## src/rsmr_pkg.sv

```systemverilog
// package with offsets, field layouts and reset values of the regulator bank
package rsmr_pkg;
    // register offsets
    localparam logic [7:0] OFS_BUCK_FOUR_STATUS   = 8'h08;
    localparam logic [7:0] OFS_LINEAR_ONE_STATUS  = 8'h09;
    localparam logic [7:0] OFS_LINEAR_TWO_STATUS  = 8'h0A;
    localparam logic [7:0] OFS_BUCK_ONE_ACTIVE    = 8'h10;
    localparam logic [7:0] OFS_BUCK_ONE_LOW_POWER = 8'h11;
    localparam logic [7:0] OFS_BUCK_ONE_HIBERNATE = 8'h12;
    // field positions
    localparam int BIT_FAULT        = 7;
    localparam int BIT_RETRY_OC     = 6;
    localparam int BIT_NEG_CURRENT_LIMIT_STATUS     = 5;
    localparam int BIT_ZERO_CROSS   = 4;
    localparam int BIT_RESERVED_B   = 3;
    localparam int BIT_CURRENT_LIM  = 3;
    localparam int BIT_SOFT_DONE    = 2;
    localparam int BIT_POWER_GOOD   = 1;
    localparam int BIT_ENABLED      = 0;
    // reset values of the mode and status registers (3.3 V code 110111)
    localparam logic [5:0] RST_VOLT_CODE   = 6'h37;
    localparam logic [7:0] RST_ACTIVE_SET  = 8'hF7;
    localparam logic [7:0] RST_LOWPWR_SET  = 8'hB7;
    localparam logic [7:0] RST_HIBERN_SET  = 8'h37;
    localparam logic [7:0] RST_STATUS      = 8'h00;
    // shutdown wait before restart of sequence
    localparam int RESTART_MS       = 100;
    localparam int CLK_HZ           = 40000000;
    localparam int RESTART_CYCLES   = CLK_HZ / 1000 * RESTART_MS;
    // operating modes
    typedef enum logic [2:0] {
        RSMR_ACTIVE    = 3'b001,
        RSMR_LOW_POWER = 3'b010,
        RSMR_HIBERNATE = 3'b100
    } rsmr_mode_t;
    // per-mode setting layout
    typedef struct packed {
        logic       enable;
        logic       forcedPwm;
        logic [5:0] outputVoltageCode;
    } rsmr_setting_t;
    // analog indications of one channel
    typedef struct packed {
        logic softStartDone;
        logic powerGood;
        logic enabledStatus;
        logic currentLimit;
    } rsmr_chan_t;
endpackage : rsmr_pkg

```

## src/rsmr_regs.sv

```systemverilog
// register bank for regulator status and buck one mode settings
module rsmr_regs
    import rsmr_pkg::*;
#(
    parameter int RESTART_WAIT = RESTART_CYCLES  // shutdown wait in cycles
) (
    input  wire logic          mclk,
    input  wire logic          srst,
    input  wire logic          clkEn,
    input  wire logic [7:0]    regAddr,          // register offset
    input  wire logic          regWrite,         // one-cycle write strobe
    input  wire logic          regRead,          // one-cycle read strobe
    input  wire logic [7:0]    regWdata,
    output logic      [7:0]    regRdata,         // read data, registered
    input  wire logic [2:0]    opMode,           // one-hot operating mode
    input  wire logic          hsOcEndCount,     // overcurrent counter end
    input  wire logic          negLimitHit,
    input  wire logic          zeroCrossTrip,
    input  wire rsmr_chan_t    buckFourIn,
    input  wire rsmr_chan_t    linearOneIn,
    input  wire rsmr_chan_t    linearTwoIn,
    input  wire logic [2:0]    fault_mask,       // buck4, ldo1, ldo2
    input  wire logic          retry_protection_select,
    output logic               interrupt_out_n,
    output logic               buckOneEnable,
    output logic               buckOneForcedPwm,
    output logic [5:0]         buckOneVoltCode,
    output logic               allChannelsOff,   // global shutdown
    output logic               buckFourRetry     // soft start retry
);
    // two-stage synchronisers for all analog and pin inputs
    localparam int SW = 22;
    logic [SW-1:0] syncA_q;
    logic [SW-1:0] syncB_q;
    logic [SW-1:0] syncIn;
    assign syncIn = {opMode, hsOcEndCount, negLimitHit, zeroCrossTrip,
                     buckFourIn, linearOneIn, linearTwoIn, fault_mask,
                     retry_protection_select};
    always_ff @(posedge mclk) begin
        if (srst) begin
            syncA_q <= '0;
            syncB_q <= '0;
        end else if (clkEn) begin
            syncA_q <= syncIn;
            syncB_q <= syncA_q;
        end
    end
    // synchronised copies
    logic [2:0] modeS;
    logic       ocEndS;
    logic       negS;
    logic       zcS;
    rsmr_chan_t b4S;
    rsmr_chan_t l1S;
    rsmr_chan_t l2S;
    logic [2:0] maskS;
    logic       retrySelS;
    assign {modeS, ocEndS, negS, zcS, b4S, l1S, l2S, maskS, retrySelS}
        = syncB_q;

    // state registers
    rsmr_setting_t setA_q, setA_d;     // active mode setting
    rsmr_setting_t setL_q, setL_d;     // low-power mode setting
    rsmr_setting_t setH_q, setH_d;     // hibernate mode setting
    logic [3:0]    b4Flag_q, b4Flag_d; // fault, retry, negative, zero
    logic          l1Flt_q, l1Flt_d;
    logic          l2Flt_q, l2Flt_d;
    logic [7:0]    rdata_d;
    rsmr_setting_t applied_q, applied_d;
    logic          intN_d;
    logic [31:0]   waitCnt_q, waitCnt_d;
    logic          off_d;
    logic          retry_d;

    // flag set conditions
    logic b4FltSet, b4RetrySet, l1FltSet, l2FltSet;
    logic pulseSkip;
    assign pulseSkip  = ~applied_q.forcedPwm;
    assign b4RetrySet = ocEndS & ~b4S.powerGood;
    assign b4FltSet   = b4RetrySet | b4Flag_q[2] |
        (b4S.enabledStatus & b4S.softStartDone & ~b4S.powerGood);
    assign l1FltSet   = l1S.enabledStatus & l1S.softStartDone &
                        ~l1S.powerGood;
    assign l2FltSet   = l2S.enabledStatus & l2S.softStartDone &
                        ~l2S.powerGood;

    // next-state logic for registers, flags and read data
    always_comb begin
        setA_d   = setA_q;
        setL_d   = setL_q;
        setH_d   = setH_q;
        b4Flag_d = b4Flag_q;
        l1Flt_d  = l1Flt_q;
        l2Flt_d  = l2Flt_q;
        rdata_d  = regRdata;
        // writes to the mode registers
        if (regWrite) begin
            case (regAddr)
                OFS_BUCK_ONE_ACTIVE:    setA_d = regWdata;
                OFS_BUCK_ONE_LOW_POWER: setL_d = regWdata;
                OFS_BUCK_ONE_HIBERNATE: setH_d = regWdata;
                default: ;
            endcase
        end
        // reads return data, status flags clear on read
        if (regRead) begin
            case (regAddr)
                OFS_BUCK_FOUR_STATUS: begin
                    rdata_d = {b4Flag_q, 1'b0, b4S.softStartDone,
                               b4S.powerGood, b4S.enabledStatus};
                    b4Flag_d = 4'h0;
                end
                OFS_LINEAR_ONE_STATUS: begin
                    rdata_d = {l1Flt_q, 3'h0, l1S.currentLimit,
                               l1S.softStartDone, l1S.powerGood,
                               l1S.enabledStatus};
                    l1Flt_d = 1'b0;
                end
                OFS_LINEAR_TWO_STATUS: begin
                    rdata_d = {l2Flt_q, 3'h0, l2S.currentLimit,
                               l2S.softStartDone, l2S.powerGood,
                               l2S.enabledStatus};
                    l2Flt_d = 1'b0;
                end
                OFS_BUCK_ONE_ACTIVE:    rdata_d = setA_q;
                OFS_BUCK_ONE_LOW_POWER: rdata_d = setL_q;
                OFS_BUCK_ONE_HIBERNATE: rdata_d = setH_q;
                default:                rdata_d = 8'h00;
            endcase
        end
        // hardware sets win over the clear on read
        if (b4FltSet)   b4Flag_d[3] = 1'b1;
        if (b4RetrySet) b4Flag_d[2] = 1'b1;
        if (negS)       b4Flag_d[1] = 1'b1;
        if (zcS & pulseSkip) b4Flag_d[0] = 1'b1;
        if (l1FltSet)   l1Flt_d = 1'b1;
        if (l2FltSet)   l2Flt_d = 1'b1;
    end

    // applied setting, interrupt and short-circuit response
    always_comb begin
        applied_d = applied_q;
        case (modeS)
            RSMR_ACTIVE:    applied_d = setA_q;
            RSMR_LOW_POWER: applied_d = setL_q;
            RSMR_HIBERNATE: applied_d = setH_q;
            default:        applied_d = applied_q;
        endcase
        intN_d = ~((b4Flag_q[3] & ~maskS[2]) | (l1Flt_q & ~maskS[1]) |
                   (l2Flt_q & ~maskS[0]));
        waitCnt_d = waitCnt_q;
        off_d     = allChannelsOff;
        retry_d   = 1'b0;
        if (allChannelsOff) begin
            // count the shutdown wait, then restart the sequence
            if (waitCnt_q >= 32'(RESTART_WAIT - 1)) begin
                off_d     = 1'b0;
                waitCnt_d = '0;
            end else begin
                waitCnt_d = waitCnt_q + 32'd1;
            end
        end else if (b4RetrySet) begin
            if (retrySelS) begin
                retry_d = 1'b1;
            end else begin
                off_d     = 1'b1;
                waitCnt_d = '0;
            end
        end
    end

    // register all state
    always_ff @(posedge mclk) begin
        if (srst) begin
            setA_q    <= RST_ACTIVE_SET;
            setL_q    <= RST_LOWPWR_SET;
            setH_q    <= RST_HIBERN_SET;
            applied_q <= RST_ACTIVE_SET;
            b4Flag_q  <= 4'h0;
            l1Flt_q   <= 1'b0;
            l2Flt_q   <= 1'b0;
            regRdata  <= RST_STATUS;
            interrupt_out_n <= 1'b1;
            waitCnt_q <= '0;
            allChannelsOff <= 1'b0;
            buckOneEnable    <= RST_ACTIVE_SET[7];
            buckOneForcedPwm <= RST_ACTIVE_SET[6];
            buckOneVoltCode  <= RST_ACTIVE_SET[5:0];
            buckFourRetry    <= 1'b0;
        end else if (clkEn) begin
            setA_q    <= setA_d;
            setL_q    <= setL_d;
            setH_q    <= setH_d;
            applied_q <= applied_d;
            b4Flag_q  <= b4Flag_d;
            l1Flt_q   <= l1Flt_d;
            l2Flt_q   <= l2Flt_d;
            regRdata  <= rdata_d;
            interrupt_out_n <= intN_d;
            waitCnt_q <= waitCnt_d;
            allChannelsOff <= off_d;
            // regulator drive follows the applied setting, enable off in shutdown
            buckOneEnable    <= applied_d.enable & ~off_d;
            buckOneForcedPwm <= applied_d.forcedPwm;
            buckOneVoltCode  <= applied_d.outputVoltageCode;
            buckFourRetry    <= retry_d;
        end
    end

    // checks
    chk_read_clears: assert property (@(posedge mclk) disable iff (srst)
        clkEn && regRead && regAddr == OFS_LINEAR_ONE_STATUS && !l1FltSet
        |=> !l1Flt_q) else $error("ldo1 fault not cleared by read");
    chk_buck_fault: assert property (@(posedge mclk) disable iff (srst)
        clkEn && b4RetrySet |=> b4Flag_q[3] && b4Flag_q[2])
        else $error("buck fault or retry not latched");
    chk_retry_latch: assert property (@(posedge mclk) disable iff (srst)
        clkEn && ocEndS && b4S.powerGood && !b4Flag_q[2] && !regRead
        |=> !b4Flag_q[2]) else $error("retry set with power good");
    chk_neg_latch: assert property (@(posedge mclk) disable iff (srst)
        clkEn && negS |=> b4Flag_q[1])
        else $error("negative limit flag missed");
    chk_zero_cross: assert property (@(posedge mclk) disable iff (srst)
        clkEn && zcS && applied_q.forcedPwm && !b4Flag_q[0]
        |=> !b4Flag_q[0]) else $error("zero cross set in forced pwm");
    chk_rsv_zero: assert property (@(posedge mclk) disable iff (srst)
        $past(clkEn && regRead && regAddr == OFS_BUCK_FOUR_STATUS)
        |-> !regRdata[BIT_RESERVED_B]) else $error("reserved bit set");
    chk_ldo_rsv: assert property (@(posedge mclk) disable iff (srst)
        $past(clkEn && regRead && regAddr == OFS_LINEAR_TWO_STATUS)
        |-> regRdata[6:4] == 3'h0) else $error("ldo reserved set");
    chk_mask_int: assert property (@(posedge mclk) disable iff (srst)
        clkEn && maskS == 3'b111 |=> interrupt_out_n)
        else $error("masked fault drove interrupt");
    chk_mode_apply: assert property (@(posedge mclk) disable iff (srst)
        clkEn && modeS == RSMR_HIBERNATE |=> applied_q == $past(setH_q))
        else $error("hibernate setting not applied");
    chk_shutdown: assert property (@(posedge mclk) disable iff (srst)
        clkEn && !allChannelsOff && b4RetrySet && !retrySelS
        |=> allChannelsOff && !buckOneEnable)
        else $error("shutdown missing");
endmodule : rsmr_regs

```

## config.mk

```make
export PLATFORM = sky130hd
export DESIGN_NAME = rsmr_regs
export DESIGN_NICKNAME = d
export VERILOG_FILES = /design/src/rsmr_pkg.sv /design/src/rsmr_regs.sv
export SDC_FILE = /design/constraint.sdc
export NUM_CORES = 1
export LEC_CHECK = 0
export ABC_AREA = 1
export BUFFER_PORTS_ARGS = -buffer_cell sky130_fd_sc_hd__buf_2
export CAP_MARGIN = 20
export CELL_PAD_IN_SITES_DETAIL_PLACEMENT = 0
export CELL_PAD_IN_SITES_GLOBAL_PLACEMENT = 2
export CORE_MARGIN = 2
export CORE_UTILIZATION = 35
export CTS_CLUSTER_DIAMETER = 30
export DETAILED_ROUTE_END_ITERATION = 8
export HOLD_SLACK_MARGIN = 0.03
export PLACE_DENSITY_LB_ADDON = 0.1
export SYNTH_ARGS = -nofsm -noshare
export SYNTH_HDL_FRONTEND = slang
export SYNTH_SLANG_ARGS = --single-unit
```

## constraint.sdc

```tcl
create_clock -name mclk -period 3.6 [get_ports mclk]
set_clock_uncertainty 0.15 [all_clocks]
set_input_delay 0.18 -clock mclk [delete_from_list [all_inputs] [get_ports mclk]]
set_output_delay 0.18 -clock mclk [all_outputs]
set_load 0.02 [all_outputs]
```

==> results.yml, run 1 <==
sta:
  finalMaxSlewViolations: 0
  hold_viol_final: 0
  fin_crit_ps: 2040
  slew_headroom_pct: 60.0
  fin_crit_sh_pct: 56.6
  setup_viol_count_final: 0
  worst_pin_slew_ps: 600
  setup_tns_ps: 0
  fmax_ghz: 0.491
  worst_slack_ps: 1560
  rsz0062_at_grt: "no"
cts:
  cts_tree: "yes"
  cts_buffers: 17
  root_buffer: "clkbuf_16"
  cts_resized: 0
  postCtsSetupRepairBufs: 0
  clk_latency_ps: 400
  max-clock-path-buffers: 2
  ctsHoldBuffers: 29
  cts.sinks: 124
  path_clk_slew_ps: 50
  cts.htree.levels: 4
place:
  io_buffers: 60
  place_hpwl_um: 9790
  place_congestion: 0.810
  dpl-instance-area_sq_um: 5740
  dp_slack_ps: 1440
final_layout:
  fin_util_pct: 43.3
  design_area_sq_um: 6530
  drive_gt1_share_pct: 13.3
  layout_common_cells: "147 x nor2_1, 124 x dfxtp_1, 105 x nand2_1, 85 x o21ai_0, 68 x inv_1"
  area_growth_pct: 21.7
  final_nets: 863
  fill_cells: 1589
  layout_commonest_cell: "nor2_1"
  diodes: 0
yosys:
  synthArstFlopShare_pct: 0
  syn-num-nets: 786
  synthFlopType: "dfxtp_1"
  yosysSeqAreaShare_pct: 46.3
  synth_area_sq_um: 5370
  synth-seq-cells: 124
  synth.distinct_cells: 32
  yosysWarnings: 0
  synthCells: 742
  synth-edff-count: 0
  synth.avg_cell_area_sq_um: 7.23
die:
  die_h_um: 128
  pin_count: 62
  num_rows: 45
  dieWidth_um: 128
  die_area_sq_um: 16300
  start_util_pct: 35.6
  core_sq_um: 15100
setup_path:
  rr_endpoint: "waitCnt_q[17]"
  rrSetupSlack_ps: 1560
  startpoint: "waitCnt_q[0]"
  worstSetupPathType: "flop to flop"
  startpoint_type: "flop"
  crit_path_max_fanout: 22
  timing.rr.start: "waitCnt_q[0]"
  cp.required_ps: 3720
  reg2reg_depth: 10
  cp-end-kind: "flop"
  critPathArrivalTime_ps: 2160
power_and_ir_drop:
  irDropWorstVdd_v: 0.000309
  p_comb_share_pct: 8.3
  switchingPower_mw: 0.740
  power_density_nw_per_um2: 485
  swShare_pct: 23.4
  leakagePower_nw: 2.83
  p_clk_share_pct: 45.9
  internal_power_mw: 2.43
  seqPwrFrac_pct: 45.9
  finalPower_mw: 3.16
routing:
  firstDrtPassIters: 5
  vias: 4944
  drc_errors: 0
  routed_via_density: 4.86
  ant_nets: 0
  routedWlPerCell_um: 13.7
  drtIter0Drc: 265
  routed_wirelength_um: 13900
hold_path:
  holdPathStages: 5
  min_path_type: "input port to flop"
  min_from: "regWrite"
  min_to: "setA_q[7]"
grt:
  grt_pass1_vias: 4625
  overflow: 0
  grt_pass1_wl_um: 23200
  grt_max_degree: 67
  grtUsageTotal_pct: 18.1
  antenna_found_initial: 0
outcome:
  status: "completed"
run:
  cap_viol_max_count: 0
## per-layer routing
| layer | up-vias | routed length (um) | global-route usage [%] |
|---|---|---|---|
| li1 | 2566 | - | - |
| met1 | 2277 | 6970 | 24.7 |
| met2 | 91 | 6360 | 28.6 |
| met3 | 10 | 462 | 3.63 |
| met4 | 0 | 139 | 6.01 |
| met5 | - | 0 | 0 |
## worst max-delay path by stage
stage / endpoint / depth (start not counted)
6_report: waitCnt_q[17] / 10
5_1_grt: waitCnt_q[17] / 10
4_1_cts: waitCnt_q[17] / 10
3_5_place_dp: setA_q[2] / 9
3_3_place_gp: setA_q[2] / 9
2_1_floorplan: waitCnt_q[17] / 9
## power by group through the flow
stage / registers, mW / clock network [mW] / logic, mW
2_1_floorplan: 1.48 / 0 / 0.165
3_3_place_gp: 1.48 / 0 / 0.238
3_5_place_dp: 1.48 / 0 / 0.240
4_1_cts: 1.45 / 1.50 / 0.266
5_1_grt: 1.46 / 1.55 / 0.298
6_report: 1.45 / 1.45 / 0.262
## sequential cells by signal (all words and copies together), names as in the netlist, 4 cells and up
name	count
syncA_q	21
setH_q	8
applied_q	8
setA_q	8
b4Flag_q	4
regRdata	8
waitCnt_q	32
syncB_q	21
setL_q	8
## worst max-delay path: stages, from the launching register on
cell and delay, ps:
dfxtp_1 370, ha_1 190, nand3_1 140, inv_1 100, nand2_2 80, o21ai_1 210
nand2_1 90, nand2_2 90, nand2_1 60, nand2_2 350, nor2_1 90
## kinds of logic (layout without fill, tap and decap cells)
kind of cell / count (synthesis) / count (layout) / synth area share [%]
AOI/OAI and AO/OA: 158 / 158 / 15.6
xor gates and xnor gates: 14 / 14 / 2.29
adders and majority gates: 1 / 1 / 0.233
buffers and inverters: 108 / 195 / 8.58
DFF: 124 / 124 / 46.3
muxes: 1 / 1 / 0.187
and+or+nand+nor: 336 / 336 / 26.9
## layout make-up
type | count | area, sq um | share of cell area [%]
flip-flops and latches | 124 | 2480 | 38.0
multi-input cells | 510 | 2420 | 37.1
repair buffers | 93 | 621 | 9.50
clock buffers | 27 | 483 | 7.40
inverters | 73 | 274 | 4.20
well taps | 188 | 235 | 3.60
clock inverters | 2 | 12.5 | 0.192
## stage by stage
stage	hold slack, ps	cells
floorplan	156	742
global placement	250	959
finish	142	1017
CTS	129	1017
detailed placement	259	959
global route	168	1017
## synth_stat cells (all sizes together) (2+ instances only)
master / instances / share of area, %
o221ai: 2 / 0.33
o22ai: 12 / 1.4
dfxtp: 124 / 46
nor2: 155 / 12
nor3: 8 / 0.75
a21oi: 49 / 4.6
clkbuf: 18 / 1.3
o211ai: 7 / 0.98
o21bai: 2 / 0.28
nand3: 47 / 4.7
nand2: 114 / 8.4
o21ai: 86 / 8.0
inv: 73 / 5.1
xor2: 9 / 1.5
nand4: 9 / 1.0
buf: 17 / 2.2
xnor2: 5 / 0.82
(Power assumes the default switching activity.)
==> inputs of run 2 (changes only) <==
--- a/config.mk
+++ b/config.mk
@@ -11,7 +11,7 @@
 export CELL_PAD_IN_SITES_DETAIL_PLACEMENT = 0
 export CELL_PAD_IN_SITES_GLOBAL_PLACEMENT = 2
 export CORE_MARGIN = 2
-export CORE_UTILIZATION = 35
+export CORE_UTILIZATION = 30
 export CTS_CLUSTER_DIAMETER = 30
 export DETAILED_ROUTE_END_ITERATION = 8
 export HOLD_SLACK_MARGIN = 0.03
==> constraint.sdc (replaced) <==
create_clock -name mclk -period 1.8 [get_ports mclk]
set_clock_uncertainty 0.15 [all_clocks]
set_input_delay 0.09 -clock mclk [delete_from_list [all_inputs] [get_ports mclk]]
set_output_delay 0.09 -clock mclk [all_outputs]
set_load 0.02 [all_outputs]
==> results.yml, run 2 (synthesized netlist as in run 1, its figures left out) <==
sta:
  slew_headroom_pct: 70.6
  fmax_ghz: 0.587
  timing.hold.ws_ps: 71.9
  hold_viol_final: 0
  setup_viol_count_final: 0
  finalMaxSlewViolations: 0
  fin_crit_sh_pct: 94.6
  worst_pin_slew_ps: 440
  fin_crit_ps: 1700
  setup_tns_ps: 0
routing:
  drtIter0Drc: 333
  ant_nets: 0
  drc_errors: 0
  firstDrtPassIters: 4
  vias: 4967
  routed_wirelength_um: 15300
  routedWlPerCell_um: 14.2
  routed_via_density: 4.59
hold_path:
  min_from: "clkEn"
  holdPathStages: 3
  min_to: "applied_q[7]"
  min_path_type: "input port to flop"
cts:
  cts_tree: "yes"
  root_buffer: "clkbuf_16"
  postCtsSetupRepairBufs: 0
  path_clk_slew_ps: 60
  cts_buffers: 17
  cts.sinks: 124
  cts.htree.levels: 4
  max-clock-path-buffers: 2
  clk_latency_ps: 410
place:
  io_buffers: 60
  place_hpwl_um: 10800
  place_congestion: 0.825
  placed_cells: 1013
setup_path:
  rrSetupSlack_ps: 100
  crit_path_max_fanout: 5
  rr_endpoint: "waitCnt_q[16]"
  reg2reg_depth: 11
  startpoint_type: "flop"
  cp-end-kind: "flop"
  timing.rr.start: "waitCnt_q[1]"
  critPathArrivalTime_ps: 1860
  startpoint: "waitCnt_q[1]"
  worstSetupPathType: "flop to flop"
  cp.required_ps: 1960
die:
  pin_count: 62
  die_area_sq_um: 19000
  core_sq_um: 17400
  num_rows: 48
  die_h_um: 138
  dieWidth_um: 138
  start_util_pct: 30.8
final_layout:
  area_growth_pct: 31.4
  drive_gt1_share_pct: 17.0
  layout_commonest_cell: "nor2_1"
  top_regs: "waitCnt_q: 32 flops, syncA_q: 21 flops, syncB_q: 21 flops"
  layout_common_cells: "147 x nor2_1, 122 x dfxtp_1, 105 x nand2_1, 85 x o21ai_0, 68 x inv_1"
  regMostFlops: "waitCnt_q"
  final_nets: 888
  diodes: 0
  fill_cells: 1867
  fin_util_pct: 40.5
  final_cells: 1082
  largest_reg_flops: 32
power_and_ir_drop:
  finalPower_mw: 7.21
  irDropWorstVdd_v: 0.000654
  leakagePower_nw: 3.06
  power_density_nw_per_um2: 1020
outcome:
  status: "completed"
grt:
  grtUsageTotal_pct: 17.1
  grt_pass1_vias: 4747
  grt_max_degree: 50
  grt_pass1_wl_um: 24800
  overflow: 0
  antenna_found_initial: 0
run:
  cap_viol_max_count: 0
run 2: through the flow:
stage	setup WS, ps	area, sq um
3_5_place_dp	44.1	5970
2_1_floorplan	233	5370
3_3_place_gp	77.6	5970
4_1_cts	32.2	6950
6_report	97.1	7050
5_1_grt	-7.00	7050
run 2: cell type report:
| cell class | count | area (sq um) | area share (%) |
|---|---|---|---|
| multi-input combinational | 510 | 2450 | 34.8 |
| clock inverter | 13 | 189 | 2.68 |
| inverter | 73 | 277 | 3.92 |
| timing repair buffer | 118 | 910 | 12.9 |
| sequential | 124 | 2480 | 35.3 |
| tap | 225 | 282 | 3.99 |
| clock buffer | 19 | 453 | 6.43 |
run 2: where the power goes:
group | switching [mW] | total (mW) | leakage, nW | internal (mW)
Sequential | 0.0543 | 2.90 | 1.01 | 2.85
Combinational | 0.351 | 0.610 | 1.73 | 0.259
Clock | 1.30 | 3.70 | 0.310 | 2.40
Total | 1.70 | 7.21 | 3.06 | 5.50
run 2: timing repair:
action	CTS	global route
gates resized for setup	0	9
hold buffers	34	0
endpoints found under the setup margin	0	22
endpoints found under the hold margin	52	0
run 2: worst max path at each step:
stage | endpoint | depth (start not counted)
floorplan | waitCnt_q[17] | 9
global placement | waitCnt_q[17] | 11
detailed placement | waitCnt_q[6] | 11
CTS | waitCnt_q[14] | 11
global route | waitCnt_q[13] | 8
finish | waitCnt_q[16] | 11
run 2: worst max-delay path, cell delays in order, from the launching register on:
cell and delay, ps:
dfxtp_2 360, ha_4 140, nand3_2 80, inv_1 80
nand2_2 80, o21ai_2 130, nand2_1 80, nand2_2 80
nand2_1 80, nand2_4 130, clkbuf_16 160, nor2_1 40
run 2: per-layer routing:
| layer | GRT usage, % | wire, um | vias to the layer above |
|---|---|---|---|
| met3 | 3.97 | 596 | 13 |
| met1 | 23.6 | 7950 | 2257 |
| met4 | 5.10 | 170 | 0 |
| met2 | 26.4 | 6630 | 77 |
| li1 | - | - | 2620 |
| met5 | 0 | 0 | - |
